==> src/hdl/serial_pkg.sv <==
package serial_pkg;
  // =====================================
  // Widths and register map
  localparam int DATA_W = 8;
  localparam int ADDR_W = 4;
  localparam logic [3:0] ADR_MODE = 4'h0;
  localparam logic [3:0] ADR_CTRL = 4'h1;
  localparam logic [3:0] ADR_RATE = 4'h2;
  localparam logic [3:0] ADR_TXD = 4'h3;
  localparam logic [3:0] ADR_RXD = 4'h4;
  localparam logic [3:0] ADR_STAT = 4'h5;
  localparam logic [3:0] ADR_ISTAT = 4'h6;
  localparam logic [3:0] ADR_IMASK = 4'h7;
  localparam logic [7:0] RATE_RST = 8'h00;
  localparam logic [7:0] READ_ZERO = 8'h00;
  // =====================================
  // Bit timing: 16 basic ticks per bit
  localparam logic [3:0] TICK_LAST = 4'hf;
  localparam logic [3:0] TICK_SAMPLE = 4'h7;
  localparam logic [3:0] SCK_RISE = 4'h8;
  localparam logic [3:0] SYNC_BITS = 4'h8;
  localparam logic [3:0] FRAME_MIN = 4'h9;
  localparam logic [3:0] FRAME_MAX = 4'hc;
  // =====================================
  // Field layouts
  typedef struct packed {
    logic stop2;
    logic par_odd;
    logic par_en;
    logic char7;
    logic sync;
  } mode_type;
  typedef struct packed {
    logic tend;
    logic framing_error_flag;
    logic parity_error_flag;
    logic overrun_error_flag;
    logic rdrf;
    logic transmit_data_empty_flag;
  } stat_type;
  localparam stat_type STAT_RST = 6'h21;
  localparam logic [5:0] STAT_W1C = 6'h1e;
  typedef struct packed {
    logic tx_end;
    logic tx_empty;
    logic rx_err;
    logic rx_done;
  } irq_type;
endpackage : serial_pkg

==> src/hdl/serial_tx.sv <==
`timescale 1ns/1ns
module serial_tx (
  // Clock and reset
  input wire logic i_clk,
  input wire logic i_rst,
  // Control
  input wire logic i_tick,
  input wire logic i_start,
  input wire logic i_abort,
  input wire logic [7:0] i_data,
  input wire serial_pkg::mode_type i_mode,
  // Status and line
  output logic o_busy,
  output logic o_done,
  output logic o_smp,
  output logic o_txd,
  output logic o_sck
);
  typedef enum logic [0:0] {IDLE = 1'b0, RUN = 1'b1} st_type;
  st_type st_r, st_nxt;
  logic [11:0] sh_r, sh_nxt, frm;
  logic [3:0] tc_r, tc_nxt, idx_r, idx_nxt, len_r, len_nxt, len;
  logic txd_r, txd_nxt, sck_r, sck_nxt, par;
  logic [7:0] d;

  always_comb begin
    d = i_mode.char7 ? {1'b0, i_data[6:0]} : i_data;
    par = (^d) ^ i_mode.par_odd;
    frm = 12'hfff;
    if (i_mode.sync) begin
      frm[7:0] = d;
      len = serial_pkg::SYNC_BITS;
    end else begin
      frm[0] = 1'b0;
      frm[8:1] = d;
      if (i_mode.char7) begin
        frm[8] = i_mode.par_en ? par : 1'b1;
      end else begin
        frm[9] = i_mode.par_en ? par : 1'b1;
      end
      len = 4'(serial_pkg::FRAME_MIN + {3'h0, !i_mode.char7} + {3'h0, i_mode.par_en} + {3'h0, i_mode.stop2});
    end
  end

  always_comb begin
    st_nxt = st_r;
    sh_nxt = sh_r;
    tc_nxt = tc_r;
    idx_nxt = idx_r;
    len_nxt = len_r;
    o_done = 1'b0;
    o_smp = 1'b0;
    if (i_abort) begin
      st_nxt = IDLE;
    end else if (st_r == IDLE) begin
      if (i_start) begin
        st_nxt = RUN;
        sh_nxt = frm;
        len_nxt = len;
        tc_nxt = '0;
        idx_nxt = '0;
      end
    end else if (i_tick) begin
      tc_nxt = tc_r + 4'h1;
      o_smp = i_mode.sync && tc_r == serial_pkg::TICK_SAMPLE;
      if (tc_r == serial_pkg::TICK_LAST) begin
        sh_nxt = {1'b1, sh_r[11:1]};
        idx_nxt = idx_r + 4'h1;
        if (idx_r == len_r - 4'h1) begin
          st_nxt = IDLE;
          o_done = 1'b1;
        end
      end
    end
    txd_nxt = (st_nxt == RUN) ? sh_nxt[0] : 1'b1;
    sck_nxt = !(st_nxt == RUN && i_mode.sync && tc_nxt < serial_pkg::SCK_RISE);
  end

  always_ff @(posedge i_clk or posedge i_rst) begin
    if (i_rst) begin
      st_r <= IDLE;
      sh_r <= 12'hfff;
      tc_r <= 4'h0;
      idx_r <= 4'h0;
      len_r <= 4'h0;
      txd_r <= 1'b1;
      sck_r <= 1'b1;
    end else begin
      st_r <= st_nxt;
      sh_r <= sh_nxt;
      tc_r <= tc_nxt;
      idx_r <= idx_nxt;
      len_r <= len_nxt;
      txd_r <= txd_nxt;
      sck_r <= sck_nxt;
    end
  end

  assign o_busy = (st_r == RUN);
  assign o_txd = txd_r;
  assign o_sck = sck_r;
endmodule : serial_tx

==> src/hdl/serial_rx.sv <==
`timescale 1ns/1ns
module serial_rx (
  // Clock and reset
  input wire logic i_clk,
  input wire logic i_rst,
  // Control
  input wire logic i_tick,
  input wire logic i_en,
  input wire logic i_rxd,
  input wire logic i_sync_smp,
  input wire serial_pkg::mode_type i_mode,
  // Result
  output logic o_done,
  output logic [7:0] o_data,
  output logic o_per,
  output logic o_fer
);
  typedef enum logic [0:0] {IDLE = 1'b0, RUN = 1'b1} st_type;
  st_type st_r, st_nxt;
  logic [11:0] f_r, f_nxt;
  logic [3:0] tc_r, tc_nxt, idx_r, idx_nxt, last;
  logic [7:0] d;
  logic pb, sb, done_r, done_nxt;

  always_comb begin
    last = 4'(serial_pkg::FRAME_MIN - {3'h0, i_mode.char7} + {3'h0, i_mode.par_en});
    d = i_mode.char7 ? {1'b0, f_nxt[7:1]} : f_nxt[8:1];
    pb = i_mode.char7 ? f_nxt[8] : f_nxt[9];
    sb = f_nxt[last];
  end

  always_comb begin
    st_nxt = st_r;
    f_nxt = f_r;
    tc_nxt = tc_r;
    idx_nxt = idx_r;
    done_nxt = 1'b0;
    if (!i_en) begin
      st_nxt = IDLE;
      idx_nxt = '0;
    end else if (i_mode.sync) begin
      if (i_sync_smp) begin
        f_nxt[idx_r + 4'h1] = i_rxd;
        idx_nxt = idx_r + 4'h1;
        if (idx_r == serial_pkg::SYNC_BITS - 4'h1) begin
          idx_nxt = '0;
          done_nxt = 1'b1;
        end
      end
    end else if (i_tick) begin
      if (st_r == IDLE) begin
        if (!i_rxd) begin
          st_nxt = RUN;
          tc_nxt = '0;
          idx_nxt = '0;
        end
      end else begin
        tc_nxt = tc_r + 4'h1;
        if (tc_r == serial_pkg::TICK_SAMPLE) begin
          f_nxt[idx_r] = i_rxd;
          idx_nxt = idx_r + 4'h1;
          if (idx_r == 4'h0 && i_rxd) begin
            st_nxt = IDLE;
          end else if (idx_r == last) begin
            st_nxt = IDLE;
            done_nxt = 1'b1;
          end
        end
      end
    end
  end

  always_ff @(posedge i_clk or posedge i_rst) begin
    if (i_rst) begin
      st_r <= IDLE;
      f_r <= 12'h000;
      tc_r <= 4'h0;
      idx_r <= 4'h0;
      o_data <= 8'h00;
      o_per <= 1'b0;
      o_fer <= 1'b0;
      done_r <= 1'b0;
    end else begin
      st_r <= st_nxt;
      f_r <= f_nxt;
      tc_r <= tc_nxt;
      idx_r <= idx_nxt;
      done_r <= done_nxt;
      if (done_nxt) begin
        o_data <= i_mode.sync ? f_nxt[8:1] : d;
        o_per <= !i_mode.sync && i_mode.par_en && ((^d) ^ i_mode.par_odd) != pb;
        o_fer <= !i_mode.sync && !sb;
      end
    end
  end

  // Done follows the data register, so byte and flags are settled when it is seen
  assign o_done = done_r;
endmodule : serial_rx

==> src/hdl/serial_core.sv <==
// Decided for this implementation: strobed register access and the register offsets.
`timescale 1ns/1ns
module serial_core (
  // Clock and reset
  input wire logic i_clk,
  input wire logic i_rst,
  // Register port
  input wire logic [3:0] i_addr,
  input wire logic [7:0] i_wdata,
  input wire logic i_wr,
  input wire logic i_rd,
  output logic [7:0] o_rdata,
  // Serial pins
  input wire logic i_rxd,
  input wire logic i_sck,
  output logic o_sck,
  output logic o_sck_oe,
  output logic o_txd,
  output logic o_txd_en,
  // Interrupt
  output logic o_irq
);
  // =====================================
  // Register state
  serial_pkg::mode_type mode_r, mode_nxt;
  serial_pkg::stat_type stat_r, stat_nxt;
  serial_pkg::irq_type ist_r, ist_nxt, imask_r, imask_nxt, ev;
  logic te_r, te_nxt, re_r, re_nxt;
  logic [7:0] rate_r, rate_nxt, tdr_r, tdr_nxt, rdr_r, rdr_nxt, rdata_r, rdata_nxt;
  logic [7:0] bcnt_r, bcnt_nxt;
  logic rxd_s1_r, rxd_s2_r, sck_s1_r, sck_s2_r;
  logic tick, err_any, tx_start, tx_busy, tx_done, tx_smp, tx_line, tx_sck;
  logic rx_done, rx_per, rx_fer, rx_en;
  logic [7:0] rx_data;
  logic wr_stat;

  // =====================================
  // Pin synchronisers
  // Reset to the idle-high level so no false start edge follows reset
  always_ff @(posedge i_clk or posedge i_rst) begin
    if (i_rst) begin
      rxd_s1_r <= 1'b1;
      rxd_s2_r <= 1'b1;
      sck_s1_r <= 1'b1;
      sck_s2_r <= 1'b1;
    end else begin
      rxd_s1_r <= i_rxd;
      rxd_s2_r <= rxd_s1_r;
      sck_s1_r <= i_sck;
      sck_s2_r <= sck_s1_r;
    end
  end

  // =====================================
  // Basic clock: one tick per (rate+1) cycles, 16 ticks a bit
  // Rate zero ticks every cycle: the fastest bit is 16 clocks
  always_comb begin
    tick = (bcnt_r == rate_r);
    bcnt_nxt = tick ? 8'h00 : bcnt_r + 8'h01;
  end

  // =====================================
  // Engines
  assign err_any = stat_r.overrun_error_flag | stat_r.parity_error_flag | stat_r.framing_error_flag;
  // Error flags hold off reception until cleared, so no byte lands on stale status
  assign rx_en = re_r && !err_any;
  assign tx_start = te_r && !stat_r.transmit_data_empty_flag && !tx_busy && !(mode_r.sync && err_any);

  // Clearing the transmit enable is the initialization: the frame is dropped at once
  serial_tx u_tx (
    .i_clk(i_clk),
    .i_rst(i_rst),
    .i_tick(tick),
    .i_start(tx_start),
    .i_abort(!te_r),
    .i_data(tdr_r),
    .i_mode(mode_r),
    .o_busy(tx_busy),
    .o_done(tx_done),
    .o_smp(tx_smp),
    .o_txd(tx_line),
    .o_sck(tx_sck)
  );

  // Sync receive borrows the transmit sample strobe, so it only runs while sending
  serial_rx u_rx (
    .i_clk(i_clk),
    .i_rst(i_rst),
    .i_tick(tick),
    .i_en(rx_en),
    .i_rxd(rxd_s2_r),
    .i_sync_smp(tx_smp),
    .i_mode(mode_r),
    .o_done(rx_done),
    .o_data(rx_data),
    .o_per(rx_per),
    .o_fer(rx_fer)
  );

  // =====================================
  // Register writes and hardware events
  always_comb begin
    mode_nxt = mode_r;
    te_nxt = te_r;
    re_nxt = re_r;
    rate_nxt = rate_r;
    tdr_nxt = tdr_r;
    rdr_nxt = rdr_r;
    imask_nxt = imask_r;
    wr_stat = i_wr && i_addr == serial_pkg::ADR_STAT;
    if (i_wr) begin
      unique case (i_addr)
        serial_pkg::ADR_MODE: mode_nxt = serial_pkg::mode_type'(i_wdata[4:0]);
        serial_pkg::ADR_CTRL: begin
          te_nxt = i_wdata[0];
          re_nxt = i_wdata[1];
        end
        serial_pkg::ADR_RATE: rate_nxt = i_wdata;
        serial_pkg::ADR_TXD: tdr_nxt = i_wdata;
        serial_pkg::ADR_IMASK: imask_nxt = serial_pkg::irq_type'(i_wdata[3:0]);
        default: ;
      endcase
    end
    // Clears from software first; hardware sets below win the same cycle
    stat_nxt = stat_r;
    if (wr_stat) begin
      stat_nxt = stat_r & ~(i_wdata[5:0] & serial_pkg::STAT_W1C);
    end
    // A new byte also withdraws the end-of-frame flag
    if (i_wr && i_addr == serial_pkg::ADR_TXD) begin
      stat_nxt.transmit_data_empty_flag = 1'b0;
      stat_nxt.tend = 1'b0;
    end
    ev = '0;
    if (tx_start) begin
      stat_nxt.transmit_data_empty_flag = 1'b1;
      ev.tx_empty = 1'b1;
    end
    if (tx_done && stat_r.transmit_data_empty_flag) begin
      stat_nxt.tend = 1'b1;
      ev.tx_end = 1'b1;
    end
    if (rx_done) begin
      // Overrun keeps the older byte; the newer one is lost
      if (stat_r.rdrf) begin
        stat_nxt.overrun_error_flag = 1'b1;
        ev.rx_err = 1'b1;
      end else begin
        rdr_nxt = rx_data;
        if (rx_per || rx_fer) begin
          stat_nxt.parity_error_flag = stat_nxt.parity_error_flag | rx_per;
          stat_nxt.framing_error_flag = stat_nxt.framing_error_flag | rx_fer;
          ev.rx_err = 1'b1;
        end else begin
          stat_nxt.rdrf = 1'b1;
          ev.rx_done = 1'b1;
        end
      end
    end
    ist_nxt = ist_r;
    if (i_wr && i_addr == serial_pkg::ADR_ISTAT) begin
      ist_nxt = ist_r & ~serial_pkg::irq_type'(i_wdata[3:0]);
    end
    ist_nxt = ist_nxt | ev;
  end

  // =====================================
  // Read port: one cycle latency; shift register has no address
  // Reads have no side effects; receive and error flags clear only by writing ones, the two transmit flags only by a TXD write
  always_comb begin
    rdata_nxt = serial_pkg::READ_ZERO;
    if (i_rd) begin
      unique case (i_addr)
        serial_pkg::ADR_MODE: rdata_nxt = {3'h0, mode_r};
        serial_pkg::ADR_CTRL: rdata_nxt = {6'h00, re_r, te_r};
        serial_pkg::ADR_RATE: rdata_nxt = rate_r;
        serial_pkg::ADR_TXD: rdata_nxt = tdr_r;
        serial_pkg::ADR_RXD: rdata_nxt = rdr_r;
        serial_pkg::ADR_STAT: rdata_nxt = {2'h0, stat_r};
        serial_pkg::ADR_ISTAT: rdata_nxt = {4'h0, ist_r};
        serial_pkg::ADR_IMASK: rdata_nxt = {4'h0, imask_r};
        default: rdata_nxt = serial_pkg::READ_ZERO;
      endcase
    end
  end

  always_ff @(posedge i_clk or posedge i_rst) begin
    if (i_rst) begin
      mode_r <= '0;
      stat_r <= serial_pkg::STAT_RST;
      ist_r <= '0;
      imask_r <= '0;
      te_r <= 1'b0;
      re_r <= 1'b0;
      rate_r <= serial_pkg::RATE_RST;
      tdr_r <= 8'h00;
      rdr_r <= 8'h00;
      rdata_r <= 8'h00;
      bcnt_r <= 8'h00;
    end else begin
      mode_r <= mode_nxt;
      stat_r <= stat_nxt;
      ist_r <= ist_nxt;
      imask_r <= imask_nxt;
      te_r <= te_nxt;
      re_r <= re_nxt;
      rate_r <= rate_nxt;
      tdr_r <= tdr_nxt;
      rdr_r <= rdr_nxt;
      rdata_r <= rdata_nxt;
      bcnt_r <= bcnt_nxt;
    end
  end

  // =====================================
  // Pins and interrupt
  // The interrupt is a level: it stays high until software clears the cause
  // Clock pin is driven only in synchronous mode; external clock input is not used
  assign o_sck = tx_sck;
  assign o_sck_oe = mode_r.sync;
  assign o_txd = te_r ? tx_line : 1'b0;
  assign o_txd_en = te_r;
  assign o_irq = |(ist_r & imask_r);
  assign o_rdata = rdata_r;
endmodule : serial_core

==> config.mk <==
export PLATFORM = sky130hd
export DESIGN_NAME = serial_core
export DESIGN_NICKNAME = d
export VERILOG_FILES = /design/src/hdl/serial_pkg.sv /design/src/hdl/serial_tx.sv /design/src/hdl/serial_rx.sv /design/src/hdl/serial_core.sv
export SDC_FILE = /design/constraint.sdc
export NUM_CORES = 1
export LEC_CHECK = 0
export ABC_AREA = 1
export BUFFER_PORTS_ARGS = -buffer_cell sky130_fd_sc_hd__buf_2
export CAP_MARGIN = 20
export CORE_ASPECT_RATIO = 1.5
export CORE_MARGIN = 2
export CORE_UTILIZATION = 40
export DETAILED_ROUTE_END_ITERATION = 16
export PLACE_DENSITY_LB_ADDON = 0.3
export SETUP_SLACK_MARGIN = 0.02
export SYNTH_ARGS = -nofsm -noshare
export SYNTH_HDL_FRONTEND = slang
export SYNTH_SLANG_ARGS = --single-unit
==> constraint.sdc <==
create_clock -name i_clk -period 4.82 [get_ports i_clk]
set_clock_uncertainty 0.2 [all_clocks]
set_input_delay 0.964 -clock i_clk [delete_from_list [all_inputs] [get_ports i_clk]]
set_output_delay 0.964 -clock i_clk [all_outputs]
set_load 0.02 [all_outputs]
==> results.sh <==
export IMPL_status="complete, no violations"
export IMPL_yosys_warnings=0
export IMPL_rr_worst_depth=19
export IMPL_synth_cells=923
export IMPL_ctsHtreeMaxLevel=4
export IMPL_period_needed_ns=3.26
export IMPL_die_y_microns=166
export IMPL_post_cts_buffers=0
export IMPL_peakVddDrop_v=0.000344
export IMPL_rsz0062_at_grt="false"
export IMPL_cts_buffer_depth=2
export IMPL_grt_pass1_wl_microns=30800
export IMPL_synth_seq_cells=121
export IMPL_cts_resized=0
export IMPL_r2r_setup_slack_ns=1.56
export IMPL_drive_gt1_frac=0.160
export IMPL_path_buf_inv=1
export IMPL_startpoint_type="register"
export IMPL_instances_no_fill=1186
export IMPL_path_clk_slew_ns=0.06
export IMPL_worst_pin_slew_ns=0.904
export IMPL_crit_type="register to register"
export IMPL_worstSetupEndpointType="register"
export IMPL_min_path_cells=0
export IMPL_drv_slew=0
export IMPL_crit_arrival_ns=3.37
export IMPL_n_antenna_cell=0
export IMPL_postPlaceCellArea_sq_mm=0.00738
export IMPL_p_leak_nw=3.90
export IMPL_reg2reg_to="u_rx.o_per$_DFFE_PP0P_"
export IMPL_cts_sinks=121
export IMPL_coreArea_sq_mm=0.0173
export IMPL_chipWidth_microns=112
export IMPL_cap_violations=0
export IMPL_vias=6197
export IMPL_yosysSeqAreaShare=0.435
export IMPL_setup_viol=0
export IMPL_grt_max_degree=82
export IMPL_n_fill_cell=1743
export IMPL_antenna_found_initial=0
export IMPL_wl_microns=18400
export IMPL_dp_cells=1153
export IMPL_overflow=0
export IMPL_io_pins=31
export IMPL_total_power_mw=3.61
export IMPL_syn_nets=957
export IMPL_wl_per_cell_microns=15.5
export IMPL_synthDistinctLibCells=50
export IMPL_drc=0
export IMPL_crit_chain="inv_2 -> nand2_1 -> nand2_1 -> nor2_1 -> nand2_1 -> nor2_4 -> nand4_4 -> nor2_4 -> nor2_1 -> nor2_1 -> nand2_1 -> nand2_1 -> nand2_1 -> nand2_2 -> nand2_1 -> nand2_1 -> nand2_1 -> nand3_1 -> nand2_1"
export IMPL_layout_nets=994
export IMPL_synth_enable_flop_cells=0
export IMPL_slew_headroom=0.396
export IMPL_cts_tree="built"
export IMPL_start_util=0.406
export IMPL_timing_rr_start="bcnt_r[3]$_DFF_PP0_"
export IMPL_grt_usage=0.208
export IMPL_fmaxAchievable_ghz=0.307
export IMPL_fin_crit_sh=0.677
export IMPL_cpMostUsedCell="nand2_1"
export IMPL_design_area_sq_mm=0.00802
export IMPL_path_max_fanout=32
export IMPL_cts_hold_buf=0
export IMPL_vias_per_cell=5.23
export IMPL_most_common_layout_cells="nand2_1 (251), inv_1 (127), dfrtp_1 (103)"
export IMPL_dp_hpwl_microns=13500
export IMPL_layout_commonest_cell="nand2_1"
export IMPL_avgSynthCellArea_sq_um=7.59
export IMPL_critical_path_max_stage_delay_ns=0.68
export IMPL_cp_top_family="simple AND/OR/NAND/NOR gates"
export IMPL_cp_num_cells=19
export IMPL_synth_area_sq_mm=0.00701
export IMPL_crit_end="u_rx.o_per$_DFFE_PP0P_"
export IMPL_rows=59
export IMPL_tns_ns=0
export IMPL_final_hold_viol_count=0
export IMPL_port_buffer_count=29
export IMPL_clock_root_buffer="clkbuf_16"
export IMPL_crit_slowest_cell="nor2_4"
export IMPL_first_global_vias=6121
export IMPL_ys_flop_type="dfrtp_1"
export IMPL_place_congestion=0.883
export IMPL_hold_path_class="register to register"
export IMPL_startpoint="bcnt_r[3]$_DFF_PP0_"
export IMPL_crit_required_ns=4.93
export IMPL_drtIter0Drc=412
export IMPL_postRouteAntennaNets=0
export IMPL_cts_buffers=17
export IMPL_synth_async_reset_ratio=1.00
export IMPL_clock_latency_ns=0.43
export IMPL_firstDrtPassIters=5
export IMPL_area_growth_pct=14.4
export IMPL_die_area_sq_mm=0.0186
export IMPL_powerDensity_mw_per_mm2=451
## per-stage QoR
| step | util | setup WS, ns | hold slack (ns) |
|---|---|---|---|
| finish | 0.464 | 1.56 | 0.156 |
| global route | 0.464 | 1.19 | 0.162 |
| CTS | 0.462 | 1.57 | 0.159 |
| detailed placement | 0.427 | 1.58 | 0.151 |
| global placement | 0.427 | 1.63 | 0.147 |
| floorplan | - | 0.472 | 0.145 |
## cell type report
cell class,instances,area [sq um],share of cell area
inverters,140,528,0.0659
repair buffers,39,253,0.0315
multi-input cells,641,3310,0.413
well taps,213,267,0.0333
clock inverters,13,168,0.0209
clock buffers,19,443,0.0553
flip-flops and latches,121,3050,0.381
## flip-flops by register name (all words and copies together) (netlist names), 4 cells and up
signal / flops
u_rx.o_data: 8
u_rx.f_r: 11
u_tx.tc_r: 4
bcnt_r: 8
rate_r: 8
u_rx.tc_r: 4
u_tx.sh_r: 12
o_rdata: 8
tdr_r: 8
imask_r: 4
ist_r: 4
u_tx.idx_r: 4
u_rx.idx_r: 4
u_tx.len_r: 4
rdr_r: 8
mode_r: 4
stat_r: 6
## cell usage after synthesis, types with 9 or more instances
library cell | number | area (sq um)
nand4_1 | 13 | 81.3
nand2_2 | 11 | 68.8
o21ai_0 | 90 | 450
nor3_1 | 14 | 70.1
a21oi_1 | 31 | 155
dfrtp_1 | 103 | 2580
inv_2 | 11 | 41.3
dfstp_2 | 18 | 473
nand2_1 | 251 | 942
nor2_2 | 15 | 93.8
nor2_1 | 63 | 236
nand3_1 | 50 | 250
o22ai_1 | 16 | 100
inv_1 | 128 | 480
or2_2 | 9 | 56.3
ha_1 | 16 | 200
## power by group
| part | internal [mW] | total (mW) | switching (mW) |
|---|---|---|---|
| combinational | 0.337 | 0.952 | 0.616 |
| clock | 0.831 | 1.32 | 0.491 |
| sequential | 1.19 | 1.34 | 0.146 |
## kinds of logic after synthesis
family,Yosys count,share of synthesized area
and+or+nand+nor,448,0.297
adders and majority gates,16,0.0286
AOI/OAI and AO/OA,166,0.133
DFF,121,0.435
xor gates and xnor gates,11,0.0137
buffers and inverters,161,0.0930
## routing by layer
layer / share of wire / track usage / wire length [microns] / up-vias
met4: 0.035 / 0.0970 / 647 / 0
met2: 0.52 / 0.363 / 9560 / 151
met5: 0 / 0 / 0 / -
met1: 0.41 / 0.245 / 7560 / 2932
li1: - / - / - / 3066
met3: 0.035 / 0.0380 / 648 / 48
## worst min path at each step
| stage | slack, ns | start | endpoint |
|---|---|---|---|
| global placement | 0.15 | rxd_s1_r$_DFF_PP1_ | rxd_s2_r$_DFF_PP1_ |
| global route | 0.16 | rxd_s1_r$_DFF_PP1_ | rxd_s2_r$_DFF_PP1_ |
| floorplan | 0.15 | rxd_s1_r$_DFF_PP1_ | rxd_s2_r$_DFF_PP1_ |
| finish | 0.16 | rxd_s1_r$_DFF_PP1_ | rxd_s2_r$_DFF_PP1_ |
| CTS | 0.16 | rxd_s1_r$_DFF_PP1_ | rxd_s2_r$_DFF_PP1_ |
| detailed placement | 0.15 | rxd_s1_r$_DFF_PP1_ | rxd_s2_r$_DFF_PP1_ |
Note: power is estimated with default switching activity, not from simulation.
